<file path="config.mk">
export PLATFORM = sky130hd
export DESIGN_NAME = cac_classifier
export DESIGN_NICKNAME = d
export VERILOG_FILES = /design/src/logic/cac_pkg.sv /design/src/logic/cac_classifier.sv
export SDC_FILE = /design/constraint.sdc
export NUM_CORES = 2
export LEC_CHECK = 0
export BUFFER_PORTS_ARGS = -buffer_cell sky130_fd_sc_hd__buf_4
export CORE_ASPECT_RATIO = 1.2
export CORE_MARGIN = 2
export CORE_UTILIZATION = 30
export DETAILED_ROUTE_END_ITERATION = 8
export PLACE_DENSITY_LB_ADDON = 0.2
export SLEW_MARGIN = 20
export SYNTH_ARGS = -nofsm -noshare
export SYNTH_HDL_FRONTEND = slang
export SYNTH_SLANG_ARGS = --single-unit
</file>
<file path="constraint.sdc">
create_clock -name clk_i -period 5.92 [get_ports clk_i]
set_input_delay 0.592 -clock clk_i [delete_from_list [all_inputs] [get_ports clk_i]]
set_output_delay 0.592 -clock clk_i [all_outputs]
set_load 0.03 [all_outputs]
</file>
<file path="src/logic/cac_pkg.sv">
// Shared constants and carrier types for the aggregation and CPU forward block
package cac_pkg;

  // Widths of the carriers
  localparam int FRONT_W = 16;              // Front port mask width
  localparam int QUEUE_W = 8;               // Extraction queue mask width
  localparam int PORT_W  = 4;               // Ingress port number width
  localparam int ADDR_W  = 10;              // Register byte address width

  // Global register offsets (byte addresses)
  localparam logic [9:0] OFS_FLOW_HASH_CONFIG   = 10'h000;
  localparam logic [9:0] OFS_EXTRACTION_QSEL    = 10'h004;
  localparam logic [9:0] OFS_EXTRACTION_QSEL_2  = 10'h008;
  localparam logic [9:0] OFS_RESERVED_ADDR_QSEL = 10'h00c;
  localparam logic [9:0] OFS_MGMT_VLAN_CFG      = 10'h010;
  localparam logic [9:0] OFS_MGMT_MATCH_VALUE   = 10'h014;
  localparam logic [9:0] OFS_MGMT_MATCH_MASK    = 10'h018;
  localparam logic [9:0] OFS_LAST_RESULT        = 10'h01c;
  // Per-port block: base + port * stride + sub offset
  localparam logic [1:0] PORT_BLK_SEL           = 2'h1;   // addr[9:8]
  localparam logic [1:0] SUB_TYPE_ENABLES       = 2'h0;   // +0x0
  localparam logic [1:0] SUB_BRIDGE_ADDR_CFG    = 2'h1;   // +0x4
  localparam logic [1:0] SUB_ATTRIB_ADDR_CFG    = 2'h2;   // +0x8
  localparam logic [1:0] SUB_CONNCHECK_ADDR_CFG = 2'h3;   // +0xc

  // Field positions of flow_hash_config
  localparam int HASH_DEST_MAC_BIT   = 0;
  localparam int HASH_SRC_MAC_BIT   = 1;
  localparam int HASH_FLOW_BIT   = 2;
  localparam int HASH_IP_BIT     = 3;
  localparam int HASH_L4_BIT     = 4;
  localparam int HASH_RANDOM_BIT = 5;
  // Field positions of cpu_redirect_type_enables
  localparam int TYPE_IGMP_BIT   = 0;
  localparam int TYPE_MLD_BIT    = 1;
  localparam int TYPE_IPMC_BIT   = 2;
  localparam int TYPE_SRCP_BIT   = 3;
  localparam int TYPE_MGMT_BIT   = 4;
  localparam int TYPE_ALLBR_LSB  = 5;       // 2-bit all-bridge action
  // Queue fields, 3 bits each
  localparam int Q_IGMP_LSB = 0;
  localparam int Q_MLD_LSB  = 3;
  localparam int Q_IPMC_LSB = 6;
  localparam int Q_SRCP_LSB = 9;
  localparam int Q_MGMT_LSB = 0;            // In extraction_queue_select_2
  localparam int Q_BR_LSB   = 0;            // In reserved_addr_queue_select
  localparam int Q_ATTR_LSB = 3;
  localparam int Q_CONN_LSB = 6;
  // mgmt_frame_vlan_cfg fields
  localparam int MGMT_VID_LSB   = 0;
  localparam int MGMT_AWARE_BIT = 12;

  // Reset values
  localparam logic [31:0] RST_ZERO = 32'h0000_0000;
  localparam logic [15:0] RST_LFSR = 16'hace1;

  // Frame constants
  localparam logic [39:0] RSV_MAC_PREFIX = 40'h01_80_c2_00_00;
  localparam logic [7:0]  ALL_BRIDGE_LSB = 8'h10;
  localparam logic [3:0]  RSV_BRIDGE_HI  = 4'h0;
  localparam logic [3:0]  RSV_ATTRIB_HI  = 4'h2;
  localparam logic [3:0]  RSV_CONN_HI    = 4'h3;
  localparam logic [23:0] V4MC_MAC_PREFIX = 24'h01_00_5e;
  localparam logic [15:0] V6MC_MAC_PREFIX = 16'h33_33;
  localparam logic [7:0]  PROTO_IGMP     = 8'h02;
  localparam logic [7:0]  NH_HOP_BY_HOP  = 8'h00;
  localparam logic [7:0]  OPT_ROUTER_ALERT = 8'h05;
  localparam logic [7:0]  OPT_RA_LEN     = 8'h02;
  localparam logic [15:0] OPT_RA_MLD     = 16'h0000;
  localparam logic [23:0] LOCAL_CTRL_NET = 24'he0_00_00;  // 224.0.0.x
  localparam logic [15:0] MGMT_ETHERTYPE = 16'h8880;
  localparam logic [15:0] MGMT_SUB_ID    = 16'h0004;

  // Reserved address actions
  typedef enum logic [1:0] {
    CAC_ACT_NONE     = 2'b00,
    CAC_ACT_COPY     = 2'b01,
    CAC_ACT_REDIRECT = 2'b10,
    CAC_ACT_DISCARD  = 2'b11
  } cac_action_t;

  // Parsed header fields from the frame parser, valid for one cycle
  typedef struct packed {
    logic                valid;
    logic [PORT_W-1:0]   port;
    logic [47:0]         dest_mac;
    logic [47:0]         src_mac;
    logic                is_ipv4;
    logic                is_ipv6;
    logic                is_tcp_udp;
    logic [7:0]          ip_proto;        // IPv4 protocol or IPv6 next hdr
    logic [31:0]         src_ip;
    logic [31:0]         dest_ip;
    logic [19:0]         flow_label;
    logic [15:0]         src_l4_port;
    logic [15:0]         dest_l4_port;
    logic [7:0]          hbh_opt_type;
    logic [7:0]          hbh_opt_len;
    logic [15:0]         hbh_opt_data;
    logic [1:0]          tag_count;
    logic [11:0]         vid;
    logic [15:0]         ethertype;
    logic [15:0]         protocol_sub_identifier;
    logic [31:0]         mgmt_header;
    logic [QUEUE_W-1:0]  other_cpu_qmask; // Requests from other stages
    logic [FRONT_W-1:0]  fwd_mask;        // Normal front port decision
  } cac_hdr_t;

  // Decision to the analyzer
  typedef struct packed {
    logic                valid;
    logic [3:0]          agg_code;
    logic [QUEUE_W-1:0]  cpu_qmask;
    logic                redirect;
    logic                discard;
    logic [FRONT_W-1:0]  fwd_mask;
  } cac_res_t;

endpackage : cac_pkg

</file>
<file path="src/logic/cac_classifier.sv">
// Aggregation code and CPU forwarding decision of the ingress classifier
`timescale 1ns/1ps

module cac_classifier
  import cac_pkg::*;
#(
  parameter int NUM_PORTS = 11              // Ingress ports served
) (
  // Clock and reset
  input  wire logic              clk_i,
  input  wire logic              rst_b_i,
  // Register port
  input  wire logic [ADDR_W-1:0] reg_addr_i,
  input  wire logic [31:0]       reg_wdata_i,
  input  wire logic              reg_wr_i,
  input  wire logic              reg_rd_i,
  output logic      [31:0]       reg_rdata_o,
  // Parser side
  input  wire cac_hdr_t          hdr_i,
  // Analyzer side
  output cac_res_t               res_o
);

  // Refuse port counts the address map cannot hold
  if (NUM_PORTS < 1 || NUM_PORTS > 16) begin : g_bad_ports
    $error("NUM_PORTS must be 1 to 16");
  end

  // Fold up to 32 bits into one nibble, zero-extended
  function automatic logic [3:0] fold32(input logic [31:0] v);
    logic [3:0] acc;
    acc = 4'h0;
    for (int i = 0; i < 8; i++) begin
      acc = acc ^ v[i*4 +: 4];
    end
    return acc;
  endfunction : fold32

  // One-hot queue bit from a 3-bit queue number
  function automatic logic [QUEUE_W-1:0] qbit(input logic [2:0] q);
    return QUEUE_W'(1) << q;
  endfunction : qbit

  // Two-bit action of one address from a 16-entry table
  function automatic cac_action_t act_of(input logic [31:0] cfg,
                                         input logic [3:0]  idx);
    return cac_action_t'(cfg[{idx, 1'b0} +: 2]);
  endfunction : act_of

  // Global configuration registers
  logic [31:0] flow_hash_config;            // Contribution enables
  logic [31:0] extraction_queue_select;     // Queues per frame type
  logic [31:0] extraction_queue_select_2;   // Management frame queue
  logic [31:0] reserved_addr_queue_select;  // Queues per address class
  logic [31:0] mgmt_frame_vlan_cfg;         // VLAN check settings
  logic [31:0] mgmt_header_match_value;     // Header compare value
  logic [31:0] mgmt_header_match_mask;      // 1 marks don't-care bit
  // Per-port configuration tables
  logic [31:0] cpu_redirect_type_enables      [NUM_PORTS];
  logic [31:0] cpu_redirect_bridge_addr_cfg   [NUM_PORTS];
  logic [31:0] cpu_redirect_attrib_addr_cfg   [NUM_PORTS];
  logic [31:0] cpu_redirect_conncheck_addr_cfg[NUM_PORTS];
  // Block state
  logic [15:0] lfsr;                        // Pseudo-random source
  cac_res_t    res;                         // Output decision register
  logic [31:0] rdata;                       // Read data register

  // Register address decode
  wire        port_blk  = reg_addr_i[9:8] == PORT_BLK_SEL;
  wire [3:0]  port_idx  = reg_addr_i[7:4];
  wire [1:0]  port_sub  = reg_addr_i[3:2];
  // Port slots past NUM_PORTS are not mapped
  wire        port_ok   = port_blk && (32'(port_idx) < NUM_PORTS);
  wire        wr_global = reg_wr_i && !port_blk;
  wire        wr_port   = reg_wr_i && port_ok;

  // Selected ingress port tables, out-of-range ports see zeros
  wire        in_port_ok = 32'(hdr_i.port) < NUM_PORTS;
  wire [31:0] type_en  = in_port_ok ?
                         cpu_redirect_type_enables[hdr_i.port] : RST_ZERO;
  wire [31:0] br_cfg   = in_port_ok ?
                         cpu_redirect_bridge_addr_cfg[hdr_i.port] : RST_ZERO;
  wire [31:0] attr_cfg = in_port_ok ?
                         cpu_redirect_attrib_addr_cfg[hdr_i.port] : RST_ZERO;
  wire [31:0] conn_cfg = in_port_ok ?
                         cpu_redirect_conncheck_addr_cfg[hdr_i.port] :
                         RST_ZERO;

  // Aggregation contributions, each folded to a nibble
  wire [3:0] c_dest_mac = flow_hash_config[HASH_DEST_MAC_BIT] ?
                      fold32({20'h0, hdr_i.dest_mac[11:0]}) : 4'h0;
  wire [3:0] c_src_mac = flow_hash_config[HASH_SRC_MAC_BIT] ?
                      fold32({20'h0, hdr_i.src_mac[11:0]}) : 4'h0;
  wire [3:0] c_flow = (flow_hash_config[HASH_FLOW_BIT] && hdr_i.is_ipv6) ?
                      fold32({12'h0, hdr_i.flow_label}) : 4'h0;
  wire [3:0] c_ip   = (flow_hash_config[HASH_IP_BIT] && hdr_i.is_ipv4) ?
                      fold32({16'h0, hdr_i.src_ip[7:0],
                              hdr_i.dest_ip[7:0]}) : 4'h0;
  // Port numbers count only for IP frames with TCP or UDP
  wire       l4_ok  = (hdr_i.is_ipv4 || hdr_i.is_ipv6) && hdr_i.is_tcp_udp;
  wire [3:0] c_l4   = (flow_hash_config[HASH_L4_BIT] && l4_ok) ?
                      fold32({16'h0, hdr_i.src_l4_port[7:0],
                              hdr_i.dest_l4_port[7:0]}) : 4'h0;
  // Random mode takes the generator instead of the frame
  wire [3:0] frame_code = c_dest_mac ^ c_src_mac ^ c_flow ^ c_ip ^ c_l4;
  wire [3:0] agg_code   = flow_hash_config[HASH_RANDOM_BIT] ?
                          lfsr[3:0] : frame_code;

  // Reserved bridge group address classes
  wire       rsv_pfx  = hdr_i.dest_mac[47:8] == RSV_MAC_PREFIX;
  wire [3:0] rsv_hi   = hdr_i.dest_mac[7:4];
  wire [3:0] rsv_lo   = hdr_i.dest_mac[3:0];
  wire       is_br    = rsv_pfx && rsv_hi == RSV_BRIDGE_HI;
  wire       is_allbr = rsv_pfx && hdr_i.dest_mac[7:0] == ALL_BRIDGE_LSB;
  wire       is_attr  = rsv_pfx && rsv_hi == RSV_ATTRIB_HI;
  wire       is_conn  = rsv_pfx && rsv_hi == RSV_CONN_HI;
  // Action for whichever reserved class matched
  cac_action_t rsv_act;
  always_comb begin
    // Default is no action
    rsv_act = CAC_ACT_NONE;
    if (is_br) begin
      rsv_act = act_of(br_cfg, rsv_lo);
    end else if (is_allbr) begin
      rsv_act = cac_action_t'(type_en[TYPE_ALLBR_LSB +: 2]);
    end else if (is_attr) begin
      rsv_act = act_of(attr_cfg, rsv_lo);
    end else if (is_conn) begin
      rsv_act = act_of(conn_cfg, rsv_lo);
    end
  end
  // Reserved address queue by class
  wire [2:0] rsv_q = (is_br || is_allbr) ?
                     reserved_addr_queue_select[Q_BR_LSB +: 3] :
                     is_attr ? reserved_addr_queue_select[Q_ATTR_LSB +: 3] :
                     reserved_addr_queue_select[Q_CONN_LSB +: 3];
  // Decoded action of the matched class
  wire rsv_redir = rsv_act == CAC_ACT_REDIRECT;
  wire rsv_copy  = rsv_act == CAC_ACT_COPY;
  wire rsv_disc  = rsv_act == CAC_ACT_DISCARD;

  // Multicast control frame detection
  wire v4mc_mac = hdr_i.dest_mac[47:24] == V4MC_MAC_PREFIX &&
                  !hdr_i.dest_mac[23];
  wire is_igmp  = v4mc_mac && hdr_i.is_ipv4 &&
                  hdr_i.ip_proto == PROTO_IGMP;
  // Port enables gate each frame type
  wire igmp_hit = type_en[TYPE_IGMP_BIT] && is_igmp;
  // Router alert must be the first hop-by-hop option
  wire mld_hit  = type_en[TYPE_MLD_BIT] &&
                  hdr_i.dest_mac[47:32] == V6MC_MAC_PREFIX &&
                  hdr_i.is_ipv6 && hdr_i.ip_proto == NH_HOP_BY_HOP &&
                  hdr_i.hbh_opt_type == OPT_ROUTER_ALERT &&
                  hdr_i.hbh_opt_len == OPT_RA_LEN &&
                  hdr_i.hbh_opt_data == OPT_RA_MLD;
  // IGMP frames are left to the redirect path
  wire ipmc_hit = type_en[TYPE_IPMC_BIT] && v4mc_mac && hdr_i.is_ipv4 &&
                  !is_igmp &&
                  hdr_i.dest_ip[31:8] == LOCAL_CTRL_NET;
  // Every frame of a copying port
  wire srcp_hit = type_en[TYPE_SRCP_BIT];

  // Management frame filter, three checks
  wire mgmt_aware = mgmt_frame_vlan_cfg[MGMT_AWARE_BIT];
  wire [11:0] mgmt_vid = mgmt_frame_vlan_cfg[MGMT_VID_LSB +: 12];
  wire vlan_ok   = mgmt_aware ?
                   (hdr_i.tag_count == 2'd1 && hdr_i.vid == mgmt_vid) :
                   (hdr_i.tag_count == 2'd0);
  wire etype_ok  = hdr_i.ethertype == MGMT_ETHERTYPE &&
                   hdr_i.protocol_sub_identifier == MGMT_SUB_ID;
  // Mask bit set makes that header bit a don't-care
  wire hdr_ok    = ((hdr_i.mgmt_header ^ mgmt_header_match_value) &
                    ~mgmt_header_match_mask) == RST_ZERO;
  wire mgmt_hit  = type_en[TYPE_MGMT_BIT] &&
                   vlan_ok && etype_ok && hdr_ok;

  // Queue mask built from every event of this stage except discard
  wire [QUEUE_W-1:0] own_qmask =
    (igmp_hit ? qbit(extraction_queue_select[Q_IGMP_LSB +: 3]) : '0) |
    (mld_hit  ? qbit(extraction_queue_select[Q_MLD_LSB +: 3])  : '0) |
    (ipmc_hit ? qbit(extraction_queue_select[Q_IPMC_LSB +: 3]) : '0) |
    (srcp_hit ? qbit(extraction_queue_select[Q_SRCP_LSB +: 3]) : '0) |
    (mgmt_hit ? qbit(extraction_queue_select_2[Q_MGMT_LSB +: 3]) : '0) |
    ((rsv_redir || rsv_copy) ? qbit(rsv_q) : '0);
  wire [QUEUE_W-1:0] next_qmask = own_qmask | hdr_i.other_cpu_qmask;
  // Redirect or discard removes front ports, copy keeps them
  wire redirect  = igmp_hit || mld_hit || mgmt_hit || rsv_redir;
  // Discard adds no queue, it only removes front ports
  wire clear_fwd = redirect || rsv_disc;
  wire [FRONT_W-1:0] next_fwd = clear_fwd ? '0 : hdr_i.fwd_mask;

  // Read data selection
  logic [31:0] rd_sel;
  always_comb begin
    // Unmapped addresses read zero
    rd_sel = RST_ZERO;
    if (port_blk) begin
      if (port_ok) begin
        unique case (port_sub)
          SUB_TYPE_ENABLES:       rd_sel =
            cpu_redirect_type_enables[port_idx];
          SUB_BRIDGE_ADDR_CFG:    rd_sel =
            cpu_redirect_bridge_addr_cfg[port_idx];
          SUB_ATTRIB_ADDR_CFG:    rd_sel =
            cpu_redirect_attrib_addr_cfg[port_idx];
          SUB_CONNCHECK_ADDR_CFG: rd_sel =
            cpu_redirect_conncheck_addr_cfg[port_idx];
        endcase
      end
    end else begin
      case (reg_addr_i)
        OFS_FLOW_HASH_CONFIG:   rd_sel = flow_hash_config;
        OFS_EXTRACTION_QSEL:    rd_sel = extraction_queue_select;
        OFS_EXTRACTION_QSEL_2:  rd_sel = extraction_queue_select_2;
        OFS_RESERVED_ADDR_QSEL: rd_sel = reserved_addr_queue_select;
        OFS_MGMT_VLAN_CFG:      rd_sel = mgmt_frame_vlan_cfg;
        OFS_MGMT_MATCH_VALUE:   rd_sel = mgmt_header_match_value;
        OFS_MGMT_MATCH_MASK:    rd_sel = mgmt_header_match_mask;
        OFS_LAST_RESULT:        rd_sel = {14'h0, res.discard, res.redirect,
                                          res.cpu_qmask, 4'h0, res.agg_code};
        default:                rd_sel = RST_ZERO;
      endcase
    end
  end

  // Global register writes, only implemented bits kept
  always_ff @(posedge clk_i or negedge rst_b_i) begin
    if (!rst_b_i) begin
      flow_hash_config           <= RST_ZERO;
      extraction_queue_select    <= RST_ZERO;
      extraction_queue_select_2  <= RST_ZERO;
      reserved_addr_queue_select <= RST_ZERO;
      mgmt_frame_vlan_cfg        <= RST_ZERO;
      mgmt_header_match_value    <= RST_ZERO;
      mgmt_header_match_mask     <= RST_ZERO;
    end else if (wr_global) begin
      // Unimplemented bits are dropped and read zero
      case (reg_addr_i)
        OFS_FLOW_HASH_CONFIG:   flow_hash_config <= {26'h0, reg_wdata_i[5:0]};
        OFS_EXTRACTION_QSEL:    extraction_queue_select <=
                                  {20'h0, reg_wdata_i[11:0]};
        OFS_EXTRACTION_QSEL_2:  extraction_queue_select_2 <=
                                  {29'h0, reg_wdata_i[2:0]};
        OFS_RESERVED_ADDR_QSEL: reserved_addr_queue_select <=
                                  {23'h0, reg_wdata_i[8:0]};
        OFS_MGMT_VLAN_CFG:      mgmt_frame_vlan_cfg <=
                                  {19'h0, reg_wdata_i[12:0]};
        OFS_MGMT_MATCH_VALUE:   mgmt_header_match_value <= reg_wdata_i;
        OFS_MGMT_MATCH_MASK:    mgmt_header_match_mask <= reg_wdata_i;
        default:                ;
      endcase
    end
  end

  // Per-port register writes
  always_ff @(posedge clk_i or negedge rst_b_i) begin
    if (!rst_b_i) begin
      for (int p = 0; p < NUM_PORTS; p++) begin
        cpu_redirect_type_enables[p]       <= RST_ZERO;
        cpu_redirect_bridge_addr_cfg[p]    <= RST_ZERO;
        cpu_redirect_attrib_addr_cfg[p]    <= RST_ZERO;
        cpu_redirect_conncheck_addr_cfg[p] <= RST_ZERO;
      end
    end else if (wr_port) begin
      unique case (port_sub)
        SUB_TYPE_ENABLES:       cpu_redirect_type_enables[port_idx] <=
                                  {25'h0, reg_wdata_i[6:0]};
        SUB_BRIDGE_ADDR_CFG:    cpu_redirect_bridge_addr_cfg[port_idx] <=
                                  reg_wdata_i;
        SUB_ATTRIB_ADDR_CFG:    cpu_redirect_attrib_addr_cfg[port_idx] <=
                                  reg_wdata_i;
        SUB_CONNCHECK_ADDR_CFG: cpu_redirect_conncheck_addr_cfg[port_idx] <=
                                  reg_wdata_i;
      endcase
    end
  end

  // Read data stands only in the cycle after the strobe
  always_ff @(posedge clk_i or negedge rst_b_i) begin
    if (!rst_b_i) begin
      rdata <= RST_ZERO;
    end else begin
      // Zero outside the answer cycle keeps the bus quiet
      rdata <= reg_rd_i ? rd_sel : RST_ZERO;
    end
  end

  // Free-running generator, x^16+x^14+x^13+x^11
  always_ff @(posedge clk_i or negedge rst_b_i) begin
    if (!rst_b_i) begin
      lfsr <= RST_LFSR;
    end else begin
      // Steps in every mode, so a late enable starts mid-sequence
      lfsr <= {lfsr[14:0], lfsr[15] ^ lfsr[13] ^ lfsr[12] ^ lfsr[10]};
    end
  end

  // Decision register, valid one cycle after the header
  always_ff @(posedge clk_i or negedge rst_b_i) begin
    if (!rst_b_i) begin
      res <= '0;
    end else begin
      // Pulse follows the header by one cycle
      res.valid <= hdr_i.valid;
      // Data fields hold until the next frame
      if (hdr_i.valid) begin
        res.agg_code  <= agg_code;
        res.cpu_qmask <= next_qmask;
        res.redirect  <= redirect;
        res.discard   <= rsv_disc;
        res.fwd_mask  <= next_fwd;
      end
    end
  end

  // Outputs straight from registers
  assign reg_rdata_o = rdata;
  assign res_o       = res;

endmodule : cac_classifier

</file>
==> After elaboration in Yosys (flattened, before gate mapping) <==
Cells that the tools add are included.
{ "op_classes": {"n_bitwise": 32, "multipliers": 0, "magnitude_cmp": 5, "n_mux": 59, "div": 0, "n_eq_ne": 28, "n_reduce_logical": 59, "shift": 9, "add_sub_neg": 0} }
{ "op_table": {"columns": ["operator", "n"], "rows": [
  ["bitwise mux 352 bit", 4],
  ["binary-select mux 32 bit (select 4 bit)", 8],
  ["two-way mux 32 bit", 21],
  ["one-hot mux 32 bit (8 select lines)", 1],
  ["demux 32 bit (select 4 bit)", 1],
  ["one-hot mux 32 bit (4 select lines)", 1],
  ["variable part select 32 x 6 -> 2 bit", 3],
  ["bitwise XOR 4 bit", 18],
  ["two-way mux 8 bit", 6],
  ["OR 8 bit", 6],
  ["left shift 1 x 3 -> 8 bit (first input constant)", 6],
  ["== test 10 x 5 -> 1 bit (second input constant)", 4],
  ["== test 40 x 33 -> 1 bit (second input constant)", 1],
  ["bitwise AND 32 bit", 1],
  ["zero test 32 bit", 1],
  ["NOT 32 bit", 1],
  ["bitwise XOR 32 bit", 1],
  ["logical AND 1 bit", 31],
  ["== test 24 x 17 -> 1 bit (second input constant)", 1],
  ["== test 24 bit (second input constant)", 1],
  ["two-way mux 4 bit", 6],
  ["AND reduction 2 bit", 11],
  ["two-way mux 7 bit", 3],
  ["== test 10 x 4 -> 1 bit (second input constant)", 2],
  ["27 further kinds", 53]
]} }
{ "word_totals": {"ff_bits": 1594, "ramBits": 0, "rom_bits": 0, "inputBits": 408, "word_cells": 251, "n_memories": 0, "latch_bits": 0} }

==> Logic depth before layout (Yosys ltp) <==
{ "logic_depth": {"word_depth": 18, "depth_mapped": 19, "ltp_nobuf": 13} }

==> Worst setup path after synthesis <==
OpenSTA, ideal clock, no wires.
{ "synth_timing": {"kind": "input port to flip-flop", "startpoint": "input hdr_i[358] in the netlist's numbering", "endpoint": "register res, in the netlist res_o[10]", "setup_time_ns": 0.068, "path_slack_ns": 2.167, "arrival_time_ns": 3.685, "path_buffers": 6, "required_time_ns": 5.852, "cell_stages": 13, "path_cell_list": "buf_4 -> buf_4 -> buf_2 -> buf_2 -> buf_2 -> mux4_2 -> a21oi_1 -> o32ai_1 -> or4_1 -> ha_1 -> nor4_4 -> buf_6 -> a32o_1"} }
{ "synth_via": {"elab_chain_cells": 16} }
{ "synth_rtl": {"columns": ["element", "line_no", "source"], "rows": [
  ["from (decl)", "cac_classifier.sv:19", "input wire cac_hdr_t hdr_i,"],
  ["branches (longest 14 deep; another with binary-select mux 32 bit (select 4 bit))", null, null],
  ["logical OR 1 bit *", "cac_classifier.sv:189", "wire clear_fwd = redirect || rsv_disc;"],
  ["two-way mux 16 bit *", "cac_classifier.sv:190", "wire [FRONT_W-1:0] next_fwd = clear_fwd ? '0 : hdr_i.fwd_mask;"],
  ["to (decl)", "cac_classifier.sv:65", "cac_res_t res;"]
]} }
Every way passes the cells marked *. The select of a mux whose other input is x is not followed.
A chain may end at the register's enable or synchronous reset.

==> Worst setup path in the final report <==
{ "layout_timing": {"startpoint": "input hdr_i[357] in the netlist's numbering", "endpoint": "register res, in the netlist res_o[0]"} }
The elaborated chain is that of the path after synthesis.

==> key figures <==
Timing
  – Setup TNS: 0 ps
  – RSZ-0062 raised after global routing: false
  – Crit share post-route: 0.827
  – Endpoints failing setup: 0
  – Least-Margin Pin Slew: between 1000 and 1500 ps
  – Slew Viols, Final: 0
  – Clock skew after layout: ~26 ps
  – Final Hold Vio Count: 0
  – Period minus WS final: slightly below 5000 ps
  – Slew headroom: 0.210
  – Achievable clock frequency: around 0.20 GHz

Critical path
  – Critical Path RT: around 6700 ps
  – Slowest CP cell: nor4_4
  – Worst setup path startpoint: hdr_i[357]
  – CP endpoint kind: flop
  – Crit Path Category: in -> reg
  – Buf/Inv on CP: 3
  – Top cell family by delay on the critical path: simple AND/OR/NAND/NOR gates
  – Largest stage delay, worst path: between 800 and 900 ps
  – Cells along the critical path: buf_8, buf_12, mux4_2, mux2i_1, o221ai_1, a211oi_1, buf_4, o32ai_1, or4_1, ha_1, nor4_4, a32o_1
  – Crit start category: input port
  – Worst R2R Start: cpu_redirect_bridge_addr_cfg[279]$_DFFE_PN0P_
  – Crit path max fanout: 27
  – Reg2reg setup slack: approximately 1300 ps
  – Critical path arrival: approximately 5600 ps

Floorplan
  – Vert. Die Dim: about 540 um
  – Num rows: between 150 and 200
  – Die ar.: 242000 sq um
  – I/O pins: about 470
  – Starting Density: 0.301
  – CORE AREA: approximately 240000 sq um
  – Die X: ~450 um

Power
  – Pwr Density: roughly 260 nW/um^2
  – Max VDD drop: 0.000266 V
  – Leakage: between 30 and 40 nW

Routing
  – Drt pass-1 iters: 7
  – Drt wl/cell: around 32 um
  – Total number of vias: between 50000 and 60000
  – Post-Route WL: approximately 290000 um
  – Post-route ant nets: 0
  – Via density: approximately 5.7
  – Initial DRC count: around 4500
  – DRC Markers: 0

Logic synthesis
  – Post-synth top cells: dfrtp_1, mux2_2, mux4_2
  – Top cells by area, synth: dfrtp_1, mux2_2, mux4_2, mux2i_1, nand2_1
  – Sequential share of the synthesized area: 0.461
  – Mapped Cells: between 5000 and 6000
  – Top cell type's share of synthesized area: 0.459
  – Synth Register Bits: between 1000 and 1500
  – Synthesized area per cell: around 13 sq um
  – Cell variety after synth: 89
  – Most common cell in the netlist: dfrtp_1
  – Synth async-reset ratio: 1.00
  – Yosys warning count: 0
  – Syn Std Cell Area: 71500 sq um
  – Post-synth EDFFs: 0
  – Syn_nets: ~5900
  – Ys flop type: dfrtp_1
  – Synth area leader: dfrtp_1

Placed design
  – Placed cells: just under 9000
  – # port buffers: between 300 and 400
  – DP Area: 78600 sq um
  – Post-DP HPWL: ~190000 um
  – GP Congestion: roughly 0.9

Run status
  – Outcome: finished, final reports clean

CTS
  – Clk Latency, worst-skew pair: a little over 800 ps
  – CTS max path bufs: 3
  – H-tree Lvls: 4
  – Worst-path clk slew: approximately 60 ps
  – TritonCTS Buffers: 153
  – CTS tree: done
  – CTS Sinks: 1319
  – Clock root buffer: clkbuf_16

Cells and area
  – Final instance area: roughly 84000 sq um
  – Fin util: 0.354
  – Share of cells above drive strength 1: 0.445
  – Sequential standard cell area: 33000 sq um
  – Synthesis-to-finish area growth: 17.3%
  – Final Non-Filler Cells: roughly 9000
  – # fillers: roughly 23000
  – Final Net Count: around 6000
  – Area of the multi-input gates: roughly 36000 sq um

Hold path
  – Hold WC Path Type: in -> reg
  – HP Start: hdr_i[361]

GRT
  – First-pass GRT wire length: between 400000 and 500000 um
  – Initial antenna violation count: 7
  – Vias in the first global route: between 50000 and 60000
  – Largest net degree at the start of global routing: 163
  – Congestion Overflow GR: 0
  – GRT Util Overall: 0.237

Flow run
  – # Max-Cap Violations: 0
==> power by group <==
group / internal [mW] / total [mW] / leakage, nW / switching [mW]
combinational: 1.03 / 2.60 / 17.4 / 1.57
sequential: 9.33 / 9.57 / 18.2 / 0.239
clock: 5.81 / 9.84 / 2.53 / 4.04
==> cell type report <==
| class | instances | area share |
|---|---|---|
| timing repair buffer | 666 | 0.0666 |
| clock inverter | 38 | 0.00555 |
| clock buffer | 236 | 0.0557 |
| antenna | 5 | 0.000149 |
| multi-input combinational | 3574 | 0.430 |
| inverter | 26 | 0.00116 |
| sequential | 1319 | 0.393 |
| tap | 3168 | 0.0472 |
==> registers in the layout, summed over array words and instances, names as in the netlist <==
register / flops
cpu_redirect_conncheck_addr_cfg: 352
mgmt_header_match_mask: 32
reserved_addr_queue_select: 9
cpu_redirect_bridge_addr_cfg: 352
extraction_queue_select_2: 3
cpu_redirect_attrib_addr_cfg: 352
lfsr: 16
res_o: 31
mgmt_header_match_value: 32
flow_hash_config: 6
reg_rdata_o: 32
cpu_redirect_type_enables: 77
mgmt_frame_vlan_cfg: 13
extraction_queue_select: 12
==> layer usage <==
metal	track usage	up-vias	part of all wire
met2	0.393	1732	0.48
met3	0.0343	482	0.051
met5	0	-	0.00020
met4	0.104	8	0.048
met1	0.307	27900	0.42
li1	-	21400	-
==> path summary, 6_finish.rpt <==
| path | to | cells past startpoint |
|---|---|---|
| setup / recovery | res_o[0]$_DFFE_PN0P_ | 12 |
| hold / removal | res_o[30]$_DFF_PN0_ | 1 |
| setup reg to reg | res_o[0]$_DFFE_PN0P_ | 10 |
| hold reg to reg | lfsr[5]$_DFF_PN1_ | 0 |
| max in group asynchronous | mgmt_header_match_value[9]$_DFFE_PN0P_ | 3 |
| min in group asynchronous | cpu_redirect_conncheck_addr_cfg[158]$_DFFE_PN0P_ | 2 |
==> stage by stage <==
step / total power, mW / setup slack, ps / hold WS (ps)
floorplan: 11.0 / 2170 / 296
global placement: 12.3 / 317 / 338
detailed placement: 12.3 / 233 / 337
CTS: 22.2 / 1130 / 9.86
global route: 22.7 / 965 / 42.6
finish: 22.0 / 1030 / 80.7
==> kinds of logic after synthesis <==
family	share of synthesized area
simple gates	0.0407
xor+xnor	0.0155
compound gates	0.0868
mux	0.358
flops	0.461
buf+inv	0.0366
fa+ha+maj	0.000350
==> cells in the final DEF, fill, tap and decap left out, types with 11 or more instances in the layout <==
| cell type | count |
|---|---|
| dfrtp_1 | 1311 |
| mux2_2 | 1275 |
| buf_4 | 603 |
| mux4_2 | 361 |
| mux2i_1 | 303 |
| nand2_1 | 215 |
| a21oi_1 | 181 |
| nor2_1 | 172 |
| clkbuf_16 | 161 |
| o21ai_0 | 131 |
| o211ai_1 | 92 |
| a22oi_1 | 87 |
| xnor2_1 | 86 |
| o22ai_1 | 59 |
| a221oi_1 | 54 |
| a211oi_1 | 48 |
| clkbuf_1 | 39 |
| buf_12 | 39 |
| nor4_1 | 38 |
| a2bb2oi_1 | 37 |
| clkbuf_8 | 37 |
| nand3_1 | 27 |
| o221ai_1 | 27 |
| nand2_2 | 27 |
| inv_1 | 21 |
| nor3_1 | 21 |
| a221o_1 | 20 |
| a32o_1 | 20 |
| nand2b_1 | 19 |
| o2bb2ai_1 | 19 |
| nand4_1 | 19 |
| clkinv_2 | 19 |
| a32oi_1 | 17 |
| dlygate4sd3_1 | 17 |
| a31oi_1 | 15 |
| nor2b_1 | 14 |
| o21ai_1 | 13 |
| mux2_1 | 11 |
==> timing repair <==
| item | in CTS | in global routing |
|---|---|---|
| hold endpoints to repair | 120 | 0 |
| setup endpoints to repair | 0 | 0 |
| resized for setup | 0 | 0 |
| buffers inserted | 0 | 0 |
| hold buffers | 17 | 0 |
(Power assumes the default switching activity.)
